==> config.mk <==
export PLATFORM = sky130hd
export DESIGN_NAME = wss_top
export DESIGN_NICKNAME = d
export VERILOG_FILES = /design/src/wss_pkg.sv /design/src/wss_sync.sv /design/src/wss_steer.sv /design/src/wss_top.sv
export SDC_FILE = /design/constraint.sdc
export NUM_CORES = 1
export LEC_CHECK = 0
export CORE_MARGIN = 2
export CORE_UTILIZATION = 60
export CTS_BUF_LIST = sky130_fd_sc_hd__clkbuf_4
export CTS_CLUSTER_SIZE = 16
export DETAILED_ROUTE_END_ITERATION = 6
export DONT_BUFFER_PORTS = 1
export PLACE_DENSITY_LB_ADDON = 0.12
export SLEW_MARGIN = 20
export SYNTH_ARGS = -nofsm -noshare
export SYNTH_HDL_FRONTEND = slang
export SYNTH_SLANG_ARGS = --single-unit
==> constraint.sdc <==
create_clock -name clk_i -period 2.95 [get_ports clk_i]
set_input_delay 0 -clock clk_i [delete_from_list [all_inputs] [get_ports clk_i]]
set_output_delay 0 -clock clk_i [all_outputs]
set_load 0.01 [all_outputs]
==> src/wss_pkg.sv <==
package wss_pkg;

    // ----------------------------------------------------------------
    // register byte offsets
    // ----------------------------------------------------------------
    localparam logic [11:0] WSS_OFF_CTRL0  = 12'h000;
    localparam logic [11:0] WSS_OFF_SRCSEL = 12'h004;
    localparam logic [11:0] WSS_OFF_STEER  = 12'h008;
    localparam logic [11:0] WSS_OFF_MODE   = 12'h00C;
    localparam logic [11:0] WSS_OFF_STATUS = 12'h010;

    // ----------------------------------------------------------------
    // autoshut_ctrl0 fields
    // ----------------------------------------------------------------
    localparam int WSS_C0_SHUTDOWN = 0;
    localparam int WSS_C0_RESTART  = 1;
    localparam int WSS_C0_ASEN     = 2;
    localparam int WSS_C0_ENABLE   = 3;
    localparam int WSS_C0_CLKSEL   = 4;

    // ----------------------------------------------------------------
    // source select fields
    // ----------------------------------------------------------------
    localparam int WSS_SRC_CMP1  = 0;
    localparam int WSS_SRC_CMP2  = 1;
    localparam int WSS_SRC_TMR   = 2;
    localparam int WSS_SRC_FAULT = 3;
    localparam int WSS_NSRC      = 4;

    // ----------------------------------------------------------------
    // reset values
    // ----------------------------------------------------------------
    localparam logic [7:0] WSS_RST_CTRL0  = 8'h00;
    localparam logic [7:0] WSS_RST_SRCSEL = 8'h00;
    localparam logic [7:0] WSS_RST_STEER  = 8'h00;
    localparam logic [2:0] WSS_RST_MODE   = 3'h0;
    localparam logic [3:0] WSS_RST_POL    = 4'h0;
    localparam logic [3:0] WSS_RST_SDLVL  = 4'h0;

    // ----------------------------------------------------------------
    // modes
    // ----------------------------------------------------------------
    localparam logic [2:0] WSS_MODE_STEER_SYNC = 3'h1;
    localparam logic [1:0] WSS_MODE_STEER_HI   = 2'h0;

    typedef enum logic [1:0] {
        WSS_RUN  = 2'b01,
        WSS_SHUT = 2'b10
    } wss_state_t;

endpackage

==> src/wss_sync.sv <==
`timescale 1ns/1ps
module wss_sync #(
    parameter int WIDTH = 4
) (
    input  wire logic             clk_i,
    input  wire logic             rst_i,
    input  wire logic             ce_i,
    input  wire logic [WIDTH-1:0] d_i,
    input  wire logic [WIDTH-1:0] rst_val_i,
    output logic      [WIDTH-1:0] q_o
);
    logic [WIDTH-1:0] s1_q;

    // ----------------------------------------------------------------
    // two-stage synchroniser, reset to all ones (inactive low sources)
    // ----------------------------------------------------------------
    always_ff @(posedge clk_i or posedge rst_i)
    begin
        if (rst_i)
        begin
            s1_q <= '1;
            q_o  <= '1;
        end
        else if (ce_i)
        begin
            s1_q <= d_i;
            q_o  <= s1_q;
        end
    end

    logic unused_rv;
    assign unused_rv = ^rst_val_i;
endmodule // wss_sync

==> src/wss_steer.sv <==
`timescale 1ns/1ps
module wss_steer (
    input  wire logic       wave_i,
    input  wire logic [3:0] pol_i,
    input  wire logic [3:0] steer_en_i,
    input  wire logic [3:0] ovr_i,
    input  wire logic       steer_mode_i,
    input  wire logic       shut_i,
    input  wire logic [3:0] shut_lvl_i,
    output logic      [3:0] out_o
);
    // ----------------------------------------------------------------
    // per-output selection
    // ----------------------------------------------------------------
    for (genvar g = 0; g < 4; g++)
    begin : g_out
        always_comb
        begin
            if (shut_i)
                out_o[g] = shut_lvl_i[g];
            else if (steer_mode_i && !steer_en_i[g])
                out_o[g] = ovr_i[g];
            else
                out_o[g] = wave_i ^ pol_i[g];
        end
    end
endmodule // wss_steer

==> src/wss_top.sv <==
// Chosen here: register access over APB and the address map.
`timescale 1ns/1ps
// Functional notes
// writing one to the software shutdown bit forces the shutdown state.
// without auto-restart, shutdown holds while the software bit is set.
// with auto-restart, hardware clears the bit at the next input rise.
// an active enabled source forces outputs to override levels at once.
// every shutdown source is active when low.
// four sources are each enabled in the source select register.
// sources are level sensed; an active level holds shutdown.
// the block runs on its own clock, independent of the system clock.
// in sleep the fast oscillator stays on when enabled, input active, chosen.
// a set steer bit routes the polarity-adjusted waveform, else override.
// in mode 001 the steer enable bits are double-buffered.
// the buffered steer bits load on the next input waveform rise.
// steering bits only act in modes 00x and are ignored otherwise.
module wss_top
    import wss_pkg::*;
(
    input  wire logic        clk_i,
    input  wire logic        rst_i,
    input  wire logic        ce_i,
    input  wire logic        psel_i,
    input  wire logic        penable_i,
    input  wire logic        pwrite_i,
    input  wire logic [11:0] paddr_i,
    input  wire logic [31:0] pwdata_i,
    input  wire logic [3:0]  pstrb_i,
    output logic      [31:0] prdata_o,
    output logic             pready_o,
    output logic             pslverr_o,
    input  wire logic        internal_waveform_i,
    input  wire logic        comparator_one_synced_i,
    input  wire logic        comparator_two_synced_i,
    input  wire logic        timer_postscaled_out_i,
    input  wire logic        fault_input_pin_i,
    input  wire logic        sleep_i,
    output logic             wave_output_a_o,
    output logic             wave_output_b_o,
    output logic             wave_output_c_o,
    output logic             wave_output_d_o,
    output logic             fast_osc_keep_o
);
    import wss_pkg::*;

    // ----------------------------------------------------------------
    // registers
    // ----------------------------------------------------------------
    logic [7:0] ctrl0_q;
    logic [7:0] srcsel_q;
    logic [7:0] steer_q;
    logic [3:0] steer_act_q;
    logic [2:0] mode_q;
    logic [3:0] pol_q;
    logic [3:0] sdlvl_q;
    logic       wave_q;
    logic       wave_prev_q;
    wss_state_t state_q;
    logic       sleep_s1_q;
    logic       sleep_q;

    logic [3:0] src_raw;
    logic [3:0] src_s;
    logic [3:0] src_act;
    logic       wr;
    logic       rd;
    logic       hit;
    logic       fault_act;
    logic       rise;
    logic       steer_mode;
    logic       shut;
    logic [3:0] out_c;
    logic [31:0] rdata_c;

    // ----------------------------------------------------------------
    // input synchronisation
    // ----------------------------------------------------------------
    assign src_raw = {fault_input_pin_i, timer_postscaled_out_i,
                      comparator_two_synced_i, comparator_one_synced_i};

    wss_sync #(.WIDTH(WSS_NSRC)) u_sync (
        .clk_i     (clk_i),
        .rst_i     (rst_i),
        .ce_i      (ce_i),
        .d_i       (src_raw),
        .rst_val_i ('1),
        .q_o       (src_s)
    );

    // waveform input from same-clock generator logic
    always_ff @(posedge clk_i or posedge rst_i)
    begin
        if (rst_i)
        begin
            wave_q      <= 1'b0;
            wave_prev_q <= 1'b0;
        end
        else if (ce_i)
        begin
            wave_q      <= internal_waveform_i;
            wave_prev_q <= wave_q;
        end
    end

    assign rise = wave_q & ~wave_prev_q;

    // ----------------------------------------------------------------
    // sleep request comes from the system clock domain
    // ----------------------------------------------------------------
    always_ff @(posedge clk_i or posedge rst_i)
    begin
        if (rst_i)
        begin
            sleep_s1_q <= 1'b0;
            sleep_q    <= 1'b0;
        end
        else if (ce_i)
        begin
            sleep_s1_q <= sleep_i;
            sleep_q    <= sleep_s1_q;
        end
    end

    // ----------------------------------------------------------------
    // apb decode
    // ----------------------------------------------------------------
    assign wr  = psel_i & penable_i & pwrite_i & ce_i;
    assign rd  = psel_i & penable_i & ~pwrite_i & ce_i;
    assign hit = (paddr_i == WSS_OFF_CTRL0) || (paddr_i == WSS_OFF_SRCSEL)
              || (paddr_i == WSS_OFF_STEER) || (paddr_i == WSS_OFF_MODE)
              || (paddr_i == WSS_OFF_STATUS);

    // ----------------------------------------------------------------
    // shutdown sources
    // ----------------------------------------------------------------
    for (genvar s = 0; s < WSS_NSRC; s++)
    begin : g_src
        assign src_act[s] = srcsel_q[s] & ~src_s[s];
    end

    assign fault_act = ctrl0_q[WSS_C0_ASEN] & |src_act;

    // ----------------------------------------------------------------
    // control register with software shutdown
    // ----------------------------------------------------------------
    always_ff @(posedge clk_i or posedge rst_i)
    begin
        if (rst_i)
            ctrl0_q <= WSS_RST_CTRL0;
        else if (ce_i)
        begin
            if (wr && paddr_i == WSS_OFF_CTRL0 && pstrb_i[0])
                ctrl0_q <= pwdata_i[7:0];
            else if (ctrl0_q[WSS_C0_RESTART] && rise && !fault_act)
                ctrl0_q[WSS_C0_SHUTDOWN] <= 1'b0;
        end
    end

    // ----------------------------------------------------------------
    // configuration registers
    // ----------------------------------------------------------------
    always_ff @(posedge clk_i or posedge rst_i)
    begin
        if (rst_i)
        begin
            srcsel_q <= WSS_RST_SRCSEL;
            mode_q   <= WSS_RST_MODE;
            pol_q    <= WSS_RST_POL;
            sdlvl_q  <= WSS_RST_SDLVL;
        end
        else if (ce_i)
        begin
            if (wr && paddr_i == WSS_OFF_SRCSEL && pstrb_i[0])
                srcsel_q <= {4'h0, pwdata_i[3:0]};
            if (wr && paddr_i == WSS_OFF_MODE && pstrb_i[0])
            begin
                mode_q  <= pwdata_i[2:0];
                pol_q   <= pwdata_i[7:4];
            end
            if (wr && paddr_i == WSS_OFF_MODE && pstrb_i[1])
                sdlvl_q <= pwdata_i[11:8];
        end
    end

    // ----------------------------------------------------------------
    // steering register and its buffered copy
    // ----------------------------------------------------------------
    always_ff @(posedge clk_i or posedge rst_i)
    begin
        if (rst_i)
            steer_q <= WSS_RST_STEER;
        else if (ce_i && wr && paddr_i == WSS_OFF_STEER && pstrb_i[0])
            steer_q <= pwdata_i[7:0];
    end

    always_ff @(posedge clk_i or posedge rst_i)
    begin
        if (rst_i)
            steer_act_q <= WSS_RST_STEER[3:0];
        else if (ce_i)
        begin
            if (mode_q != WSS_MODE_STEER_SYNC)
                steer_act_q <= steer_q[3:0];
            else if (rise)
                steer_act_q <= steer_q[3:0];
        end
    end

    // ----------------------------------------------------------------
    // shutdown state
    // ----------------------------------------------------------------
    always_ff @(posedge clk_i or posedge rst_i)
    begin
        if (rst_i)
            state_q <= WSS_RUN;
        else if (ce_i)
        begin
            unique case (state_q)
                WSS_RUN:
                    if (ctrl0_q[WSS_C0_SHUTDOWN] || fault_act)
                        state_q <= WSS_SHUT;
                WSS_SHUT:
                    if (!ctrl0_q[WSS_C0_SHUTDOWN] && !fault_act)
                        state_q <= WSS_RUN;
                default:
                    state_q <= WSS_RUN;
            endcase
        end
    end

    assign shut       = (state_q == WSS_SHUT)
                      | ctrl0_q[WSS_C0_SHUTDOWN]
                      | fault_act;
    assign steer_mode = (mode_q[2:1] == WSS_MODE_STEER_HI);

    wss_steer u_steer (
        .wave_i       (wave_q),
        .pol_i        (pol_q),
        .steer_en_i   (steer_act_q),
        .ovr_i        (steer_q[7:4]),
        .steer_mode_i (steer_mode),
        .shut_i       (shut),
        .shut_lvl_i   (sdlvl_q),
        .out_o        (out_c)
    );

    // ----------------------------------------------------------------
    // outputs registered; block clock is its own, runs in sleep
    // ----------------------------------------------------------------
    always_ff @(posedge clk_i or posedge rst_i)
    begin
        if (rst_i)
        begin
            wave_output_a_o <= 1'b0;
            wave_output_b_o <= 1'b0;
            wave_output_c_o <= 1'b0;
            wave_output_d_o <= 1'b0;
            fast_osc_keep_o <= 1'b0;
        end
        else if (ce_i)
        begin
            wave_output_a_o <= out_c[0];
            wave_output_b_o <= out_c[1];
            wave_output_c_o <= out_c[2];
            wave_output_d_o <= out_c[3];
            fast_osc_keep_o <= sleep_q && ctrl0_q[WSS_C0_ENABLE]
                            && ctrl0_q[WSS_C0_CLKSEL] && wave_q;
        end
    end

    // ----------------------------------------------------------------
    // read data
    // ----------------------------------------------------------------
    always_comb
    begin
        rdata_c = 32'h0000_0000;
        unique case (paddr_i)
            WSS_OFF_CTRL0:  rdata_c[7:0] = ctrl0_q;
            WSS_OFF_SRCSEL: rdata_c[7:0] = srcsel_q;
            WSS_OFF_STEER:  rdata_c[7:0] = steer_q;
            WSS_OFF_MODE:   rdata_c[11:0] = {sdlvl_q, pol_q, 1'b0, mode_q};
            WSS_OFF_STATUS: rdata_c[9:0] = {steer_act_q, src_s,
                                           fault_act, shut};
            default:        rdata_c = 32'h0000_0000;
        endcase
    end

    always_ff @(posedge clk_i or posedge rst_i)
    begin
        if (rst_i)
        begin
            prdata_o  <= 32'h0000_0000;
            pready_o  <= 1'b0;
            pslverr_o <= 1'b0;
        end
        else if (ce_i)
        begin
            pready_o  <= psel_i & ~penable_i;
            pslverr_o <= psel_i & ~penable_i & ~hit;
            if (psel_i && !penable_i && !pwrite_i)
                prdata_o <= rdata_c;
        end
    end

    logic unused_rd;
    assign unused_rd = rd;
endmodule // wss_top

=== After elaboration in Yosys (flattened, before gate mapping) ===
Cells that the tools add are included.

* Register bits: 68
* Input bits: 60
* Output and inout port bits: 39

* Eq/ne operators: 9
* Muxes and demuxes: 18
* Bitwise gates (word level): 24
* Reduce and logical (&&, ||, !) cells: 48

{| class="wikitable"
|+ Operators by type and width
! operator !! count
|-
| 8-bit case mux with 5 select lines || 1
|-
| 12-bit by 4-bit equality test with 1-bit output, second input constant || 2
|-
| 1-bit logical AND || 22
|-
| 2-bit AND reduction || 7
|-
| 12-bit by 3-bit equality test with 1-bit output, second input constant || 1
|-
| 12-bit by 5-bit equality test with 1-bit output, second input constant || 1
|-
| 12-bit logical NOT || 1
|-
| 1-bit bitwise AND || 11
|-
| 1-bit 2-to-1 mux || 10
|-
| 1-bit logical NOT || 8
|-
| 4-bit 2-to-1 mux || 2
|-
| 2-bit case mux with 2 select lines || 2
|-
| 1-bit inverter || 7
|-
| 2-bit 2-to-1 mux || 3
|-
| 1-bit logical OR || 5
|-
| 2-bit != test, second input constant || 2
|-
| 2-bit nonzero test || 2
|-
| 4-bit OR reduction || 1
|-
| 1-bit bitwise XOR || 4
|-
| 3-bit by 1-bit != test with 1-bit output, second input constant || 1
|-
| 3-bit AND reduction || 1
|-
| 2-bit by 1-bit equality test with 1-bit output, second input constant || 1
|-
| 2-bit equality test, second input constant || 1
|-
| 2-bit logical NOT || 1
|-
| 1-bit bitwise OR || 2
|}

=== Longest topological paths before layout ===
Gate-level depths: netlist of run 1.

* Depth in word-level cells: 8
* Gate-level depth with buffers: 7
* Gate-level depth less buffers: 4

=== Cells and area by module ===
Synthesis of run 1 repeated with hierarchy kept, for this count alone.

* Cell total of the unflattened synthesis: 279
* Area total of the unflattened synthesis: 3409.5 um^2

{| class="wikitable"
|+ By module, submodules not included
! module !! times used !! cells each !! area each (um^2)
|-
| wss_top || 1 || 241 || 2929.1
|-
| wss_sync || 1 || 18 || 345.3
|-
| wss_steer || 1 || 20 || 135.1
|}

=== Least setup slack after synthesis of run 1 ===
Ideal clock, no wire load.

* Kind: reg-to-reg
* Start: register u_sync.q_o[0]
* End: register wave_output_c_o
* Setup time: 0.082 ns
* Arrival: 1.683 ns
* Slack: 1.185 ns
* Stages on the path, launching flop included: 6
* Buffers on the path: 1
* Cell sequence: dfstp_2 and2b_2 o41a_1 buf_6 or3_1 a31oi_1

* Longest elaborated chain between the ends: 6

{| class="wikitable"
|+ Ends and longest elaborated chain
! element !! RTL line !! source
|-
| from (decl) || wss_sync.sv:10 || <nowiki>output logic [WIDTH-1:0] q_o</nowiki>
|-
| from (signal assigned) || wss_sync.sv:27 || <nowiki>q_o <= s1_q;</nowiki>
|-
| 1-bit inverter || wss_top.sv:138 || <nowiki>assign src_act[s] = srcsel_q[s] & ~src_s[s];</nowiki>
|-
| 1-bit bitwise AND || wss_top.sv:138 ||
|-
| 4-bit OR reduction || wss_top.sv:141 || <nowiki>assign fault_act = ctrl0_q[WSS_C0_ASEN] & |src_act;</nowiki>
|-
| 1-bit bitwise AND || wss_top.sv:141 ||
|-
| 1-bit bitwise OR || wss_top.sv:233 || <nowiki>| fault_act;</nowiki>
|-
| 1-bit 2-to-1 mux || wss_steer.sv:19 || <nowiki>if (shut_i)</nowiki>
|-
| to (signal assigned) || wss_top.sv:264 || <nowiki>wave_output_c_o <= out_c[2];</nowiki>
|-
| to (decl) || wss_top.sv:40 || <nowiki>output logic wave_output_c_o,</nowiki>
|}

Every way passes these cells.
A chain may end at the register's enable or synchronous reset.

=== Final worst setup path of run 1 ===
* Start: input paddr_i[5]
* End: register ctrl0_q[0]

* Longest elaborated chain between the ends: 5
* Elaborated cells between the ends (all ways): 6

{| class="wikitable"
|+ Ends and longest elaborated chain
! element !! RTL line !! source
|-
| from (decl) || wss_top.sv:26 || <nowiki>input wire logic [11:0] paddr_i,</nowiki>
|-
| 12-bit logical NOT * || wss_top.sv:152 || <nowiki>if (wr && paddr_i == WSS_OFF_CTRL0 && pstrb_i[0])</nowiki>
|-
| 1-bit logical AND * (2 in series) || wss_top.sv:152 ||
|-
| 2-bit nonzero test (no line) || - ||
|-
| 2-bit AND reduction (no line) || - ||
|-
| to (signal assigned) || wss_top.sv:153 || <nowiki>ctrl0_q <= pwdata_i[7:0];</nowiki>
|-
| to (decl) || wss_top.sv:49 || <nowiki>logic [7:0] ctrl0_q;</nowiki>
|}

Mark *: on every way between the ends. The rest lies on a longest branch, timed or not.

==> out/metrics.yaml, run 1 <==
final_util: 0.6956
holdWs_ps: 21.61
r2r-start: "u_sync.q_o[0]"
dp.cells: 343
layout_commonest_cell: "dfrtp_1"
io_pins: 99
power-per-cell-area_nw_per_um2: 476.2
wl_um: 7378
share_seq_of_total_power: 0.576
drive_above_1_share: 0.2804
crit_arrival_ps: 2660
worst_pin_slew_ps: 827.8
cp-end-kind: "flip-flop"
rsz0062_at_grt: "no"
synth_edf_count: 0
firstDrtPassIters: 4
holdPathEnd: "steer_act_q[2]"
io_buffers: 0
ys_async_sr_fraction: 1.000
p_leak_uw: 0.001777
synth_area_per_cell_sq_um: 12.19
p_sw_frac: 0.2517
synth_xor_area_frac: 0.01012
gp_congestion: 0.8124
grt_overflow: 0
maxCapViolCount: 0
fin_skew_ps: 15.55
hold_path_class: "input port to flip-flop"
grt_pass1_wl_um: 11960
area_growth_pct: 11.27
reg2regPathDepth: 4
r2r_end: "wave_output_a_o"
crit_fanout: 6
antenna_cells: 0
ctsResizeCount: 0
yosysWarnings: 0
post-synth-top-area-cell: "dfrtp_1"
min_period_over_period: 0.7962
grt_pass1_vias: 2294
hpwl_um: 5023
cts_tree: "built"
cts_inserted_buffers: 9
setup-violations-final: 0
netlist_area_sq_um: 3463
track_usage: 0.2527
timing_hold_violations_final: 0
die_w_um: 79.98
layout_common_cells: "dfrtp_1 (59), mux2_2 (49), dlygate4sd3_1 (33), conb_1 (20), nor2_1 (18)"
ys_types: 48
clockRootBuffer: "clkbuf_4"
synthMuxAreaShare: 0.1958
p_int_uw: 1373
path_class: "input port to flip-flop"
clock_latency_ps: 410
drc: 0
ys_seq_elements: 68
fin_cells: 393
path_clk_slew_ps: 110
post-cts-setup-buffers: 0
antenna_found_initial: 0
combPwrFrac: 0.102
fmax_ghz: 0.4257
synth_top_family_by_area: "multiplexers"
synthSimpleGateAreaFrac: 0.1376
cts_sinks: 68
drt-vias-per-instance: 5.858
critPathRequiredTime_ps: 3260
synth.area.top_cells: "dfrtp_1 (43%), mux2_2 (16%), dfstp_2 (6.8%), buf_4 (5.0%), mux2i_1 (2.0%)"
coreArea_sq_um: 5540
start_util: 0.6251
pre_cts_slack_ps: 940.0
row_count: 27
dieHeight_um: 79.98
finalSetupTns_ps: 0
outcome: "complete, no violations"
fin_ws_ps: 601.2
min_path_cells: 2
cp-start-kind: "input port"
design.die.area_sq_um: 6396
final_antenna_net_count: 0
synthCells: 284
power.switching_uw: 461.8
via_count: 2302
slew_violations: 0
ys.flop_type: "dfrtp_1"
seq_area_frac_synth: 0.4946
fin_crit_ps: 2349
vdd_ir_drop_max_mv: 0.3089
synth_compound_area_frac: 0.08056
rrSetupSlack_ps: 930
htree_levels: 3
slew_headroom: 0.4475
grt_max_degree: 51
clock_path_buffers: 2
drt_iter0_drc: 72
fin_nets: 376
clkPwrFrac: 0.322
wl_per_cell_um: 18.77
yosys.area_share.adder: 0
min_from: "ce_i"
synth.top_cell.area_share: 0.4263
## kinds of logic after synthesis
family / count (synthesis)
mux: 59
other cells: 1
xor+xnor: 4
flops: 68
compound gates: 38
simple gates: 74
buf+inv: 40
## Yosys cell counts, types with 2 or more instances
cell type   n
nor3_1      9
clkbuf_1    3
dfrtp_1    59
buf_6       5
nor2b_1     6
buf_2       3
o2bb2ai_1   2
mux2i_1     7
inv_1       6
xor2_1      4
a32oi_1     4
nor3_2      2
a221o_1     4
or3_1       3
and4_1      3
o21ai_0     8
nand3_1     5
a221oi_1    5
a31oi_1     4
o41a_1      2
nor4_4      2
nor2_1     18
buf_4      23
mux2_2     49
nor3_4      2
mux4_2      2
and3_1      3
a21oi_1     4
dfstp_2     9
nand2_1    10
## per-stage QoR
step | instance area [sq um] | total power (uW)
2_1_floorplan | 3535 | 1216
3_3_place_gp | 3385 | 1207
3_5_place_dp | 3385 | 1216
4_1_cts | 3857 | 1849
5_1_grt | 3854 | 1914
6_report | 3854 | 1835
## worst max-delay path: stages
cell           delay (ps)
dlygate4sd3_1         570
nor4_4                250
dlygate4sd3_1         630
nand3_2               140
dlygate4sd3_1         610
o41a_1                400
o31ai_1                70
## cell type report
class                   count  area (sq um)
multi-input cells         195          1544
flip-flops and latches     68          1713
repair buffers             36         350.3
inverters                   6         23.77
fillers                   437          1687
clock inverters             4         42.54
well taps                  72         90.09
clock buffers              12         90.09
## power by group through the flow
stage,sequential [uW],combinational (uW),clock (uW)
3_5_place_dp,1080,141,0
4_1_cts,1060,187,604
3_3_place_gp,1070,134,0
2_1_floorplan,1060,158,0
5_1_grt,1070,211,637
6_report,1060,187,591
## routing by layer
layer / vias to the layer above / part of all wire / GRT usage
li1: 1060 / - / -
met1: 1138 / 0.44 / 0.3449
met2: 88 / 0.48 / 0.3883
met3: 16 / 0.058 / 0.05090
met4: 0 / 0.027 / 0.1186
met5: - / 0 / 0
## flip-flops by register name, indices dropped and copies added, names as in the netlist, 3 cells and up
name,flops
ctrl0_q,8
mode_q,3
pol_q,4
prdata_o,12
sdlvl_q,4
srcsel_q,4
steer_act_q,4
steer_q,8
u_sync.q_o,4
u_sync.s1_q,4
## repair_timing
action | CTS | global route
hold buffers | 34 | 0
setup endpoints to repair | 0 | 0
hold endpoints to repair | 104 | 0
## how the worst max path moves through the flow
stage / start / endpoint / slack (ps) / cells past startpoint
floorplan: u_sync.q_o[0] / wave_output_c_o / 1180 / 5
global placement: paddr_i[8] / mode_q[1] / 970 / 4
detailed placement: paddr_i[8] / mode_q[2] / 940 / 4
CTS: paddr_i[5] / ctrl0_q[0] / 610 / 7
global route: paddr_i[5] / ctrl0_q[0] / 510 / 7
finish: paddr_i[5] / ctrl0_q[0] / 600 / 7
Note: power is estimated with default switching activity, not from simulation.
==> run 2: changes to the inputs <==
==> constraint.sdc (replaced) <==
create_clock -name clk_i -period 2.4 [get_ports clk_i]
set_input_delay 0 -clock clk_i [delete_from_list [all_inputs] [get_ports clk_i]]
set_output_delay 0 -clock clk_i [all_outputs]
set_load 0.01 [all_outputs]
==> run 2 against run 1 <==
Against the previous run:
- non-clock buffer count rose by 5
- via count is 0.22% higher
- flip-flop and latch count is the same
- die area stayed put
- critical path depth did not move
- first-iteration DRC count grew 69%
- clock skew down 1.7 ps
- sequential share of layout area down 0.65 points
- sequential power grew 23%
- cell area grew 1.5%
- combinational power grew 25%
- cell count grew 1.3%
- largest power group unchanged
==> out/metrics.yaml, run 2 (synthesized netlist as in run 1, its figures left out) <==
io_buffers: 0  # unchanged
design.die.area_sq_um: 6396  # unchanged
cts_tree: "built"
combPwrFrac: 0.103  # about the same
drive_above_1_share: 0.2914  # +0.01104
track_usage: 0.2599  # +0.007174
power-per-cell-area_nw_per_um2: 578.9  # +22%
crit_fanout: 8  # +2
worst_pin_slew_ps: 764.3  # -63.48 ps
hold_path_class: "input port to flip-flop"
fin_crit_ps: 2226
share_seq_of_total_power: 0.574  # -0.002
row_count: 27  # unchanged
clkPwrFrac: 0.322  # about the same
critPathRequiredTime_ps: 2720  # -540 ps
cts_inserted_buffers: 9  # unchanged
path_class: "input port to flip-flop"
outcome: "complete, no violations"
rrSetupSlack_ps: 410  # -520 ps
crit_family: "buffers and inverters"
antenna_cells: 0  # unchanged
reg_top3: "prdata_o x12, ctrl0_q x8, steer_q x8"
drt-vias-per-instance: 5.796  # -1.0%
grt_pass1_vias: 2320  # +1.1%
via_count: 2307  # +0.22%
io_pins: 99  # unchanged
cp-start-kind: "input port"
crit_chain: "dlygate4sd3_1, nor4_4, buf_4, nand2_1, nor3_4, dlygate4sd3_1, mux2_2"
final_antenna_net_count: 0  # unchanged
vdd_ir_drop_max_mv: 0.4462  # +44%
setup-violations-final: 0  # unchanged
min_period_over_period: 0.9277
fin_nets: 381  # +1.3%
wl_um: 7595  # +2.9%
maxCapViolCount: 0  # unchanged
clockRootBuffer: "clkbuf_4"
dieHeight_um: 79.98  # unchanged
clock_path_buffers: 2  # unchanged
layout_common_cells: "dfrtp_1 (59), mux2_2 (49), dlygate4sd3_1 (34), conb_1 (20), nor2_1 (18)"
clock_latency_ps: 430  # +20 ps
p_leak_uw: 0.001826  # +2.8%
fin_skew_ps: 13.82  # -1.739 ps
rsz0062_at_grt: "no"
slew_violations: 0  # unchanged
fmax_ghz: 0.4491
antenna_found_initial: 0  # unchanged
grt_max_degree: 37  # -27%
largest-register: "prdata_o"
die_w_um: 79.98  # unchanged
power.switching_uw: 605.4  # +31%
cp-end-kind: "flip-flop"
cp_common_cell: "dlygate4sd3_1"
p_int_uw: 1659  # +21%
htree_levels: 3  # unchanged
layout_commonest_cell: "dfrtp_1"
wl_per_cell_um: 19.08  # +1.6%
cp_slowest_cell: "dlygate4sd3_1"
path_buf_inv: 3  # unchanged
slew_headroom: 0.4897  # +0.04222
slowest_delay_ps: 840  # +210 ps
finalSetupTns_ps: 0  # unchanged
largest_reg_flops: 12  # unchanged
area_growth_pct: 12.93
firstDrtPassIters: 4  # unchanged
gp_congestion: 0.7958  # -2.0%
timing_hold_violations_final: 0  # unchanged
path_clk_slew_ps: 110  # about the same
grt_overflow: 0  # unchanged
final_util: 0.7060  # +0.01039
cts_sinks: 68  # unchanged
grt_pass1_wl_um: 12190  # +1.9%
drt_iter0_drc: 122  # +69%
drc: 0  # unchanged
coreArea_sq_um: 5540  # unchanged
crit_arrival_ps: 2540  # -120 ps
p_sw_frac: 0.2674  # +0.01570
start_util: 0.6251  # unchanged
hpwl_um: 5029  # +0.12%
power_uw: 2264  # +23%
==> run 2: cell types whose count changed in the layout (fill, tap and decap cells not counted), moves of 2 or more <==
cell	change
buf_4	+2
clkbuf_4	-3
clkinv_1	-2
clkinv_2	+2
==> run 2: layout make-up <==
type	count	area (sq um)
flip-flops and latches	68	1713
clock buffers	9	67.56
multi-input cells	195	1544
repair buffers	41	407.9
fillers	420	1629
clock inverters	7	66.31
well taps	72	90.09
inverters	6	22.52
==> run 2: worst register-to-register path, delay by kind of cell, from the launching register on <==
family | cells | cell delay, ps
AO/OA/AOI/OAI | 2 | 630
flip-flops | 1 | 560
AND/OR/NAND/NOR | 2 | 730
==> run 2: timing repair <==
item	4_1_cts	5_1_grt
buffers inserted	0	1
endpoints found under the setup margin	0	1
gates resized for setup	0	1
hold endpoints to repair	90	0
hold buffers	36	0
==> run 2: path summary, 6_finish.rpt <==
check	end	from	cells after the start
min in group asynchronous	sleep_s1_q	rst_i	2
worst max-delay path	steer_q[6]	paddr_i[5]	7
worst min register to register	sleep_q	sleep_q	1
worst min-delay path	prdata_o[2]	paddr_i[8]	4
worst max register to register	wave_output_a_o	u_sync.q_o[0]	4
max in group asynchronous	prdata_o[11]	rst_i	3
==> run 2: power by group through the flow <==
stage	clock (uW)	combinational (uW)	sequential, uW
after CTS	749	235	1300
after detailed placement	0	174	1320
after global routing	794	261	1310
after global placement	0	169	1320
final	729	234	1300
after floorplan	0	195	1300
==> run 2: through the flow <==
stage	cell area, sq um	worst slack, ps	hold WS (ps)	instances
global route	3911	68.07	28.00	398
floorplan	3535	635.0	134.7	303
finish	3911	173.6	23.51	398
CTS	3906	83.00	2.578	397
global placement	3412	447.0	50.46	345
detailed placement	3412	440.0	53.03	345
==> run 2: layer usage <==
| metal | global-route usage | vias up | part of all wire | wire [um] |
|---|---|---|---|---|
| met2 | 0.4125 | 86 | 0.49 | 3709 |
| met4 | 0.1119 | 0 | 0.021 | 156 |
| met1 | 0.3341 | 1138 | 0.42 | 3188 |
| li1 | - | 1071 | - | - |
| met5 | 0 | - | 0 | 0 |
| met3 | 0.07240 | 12 | 0.071 | 540 |
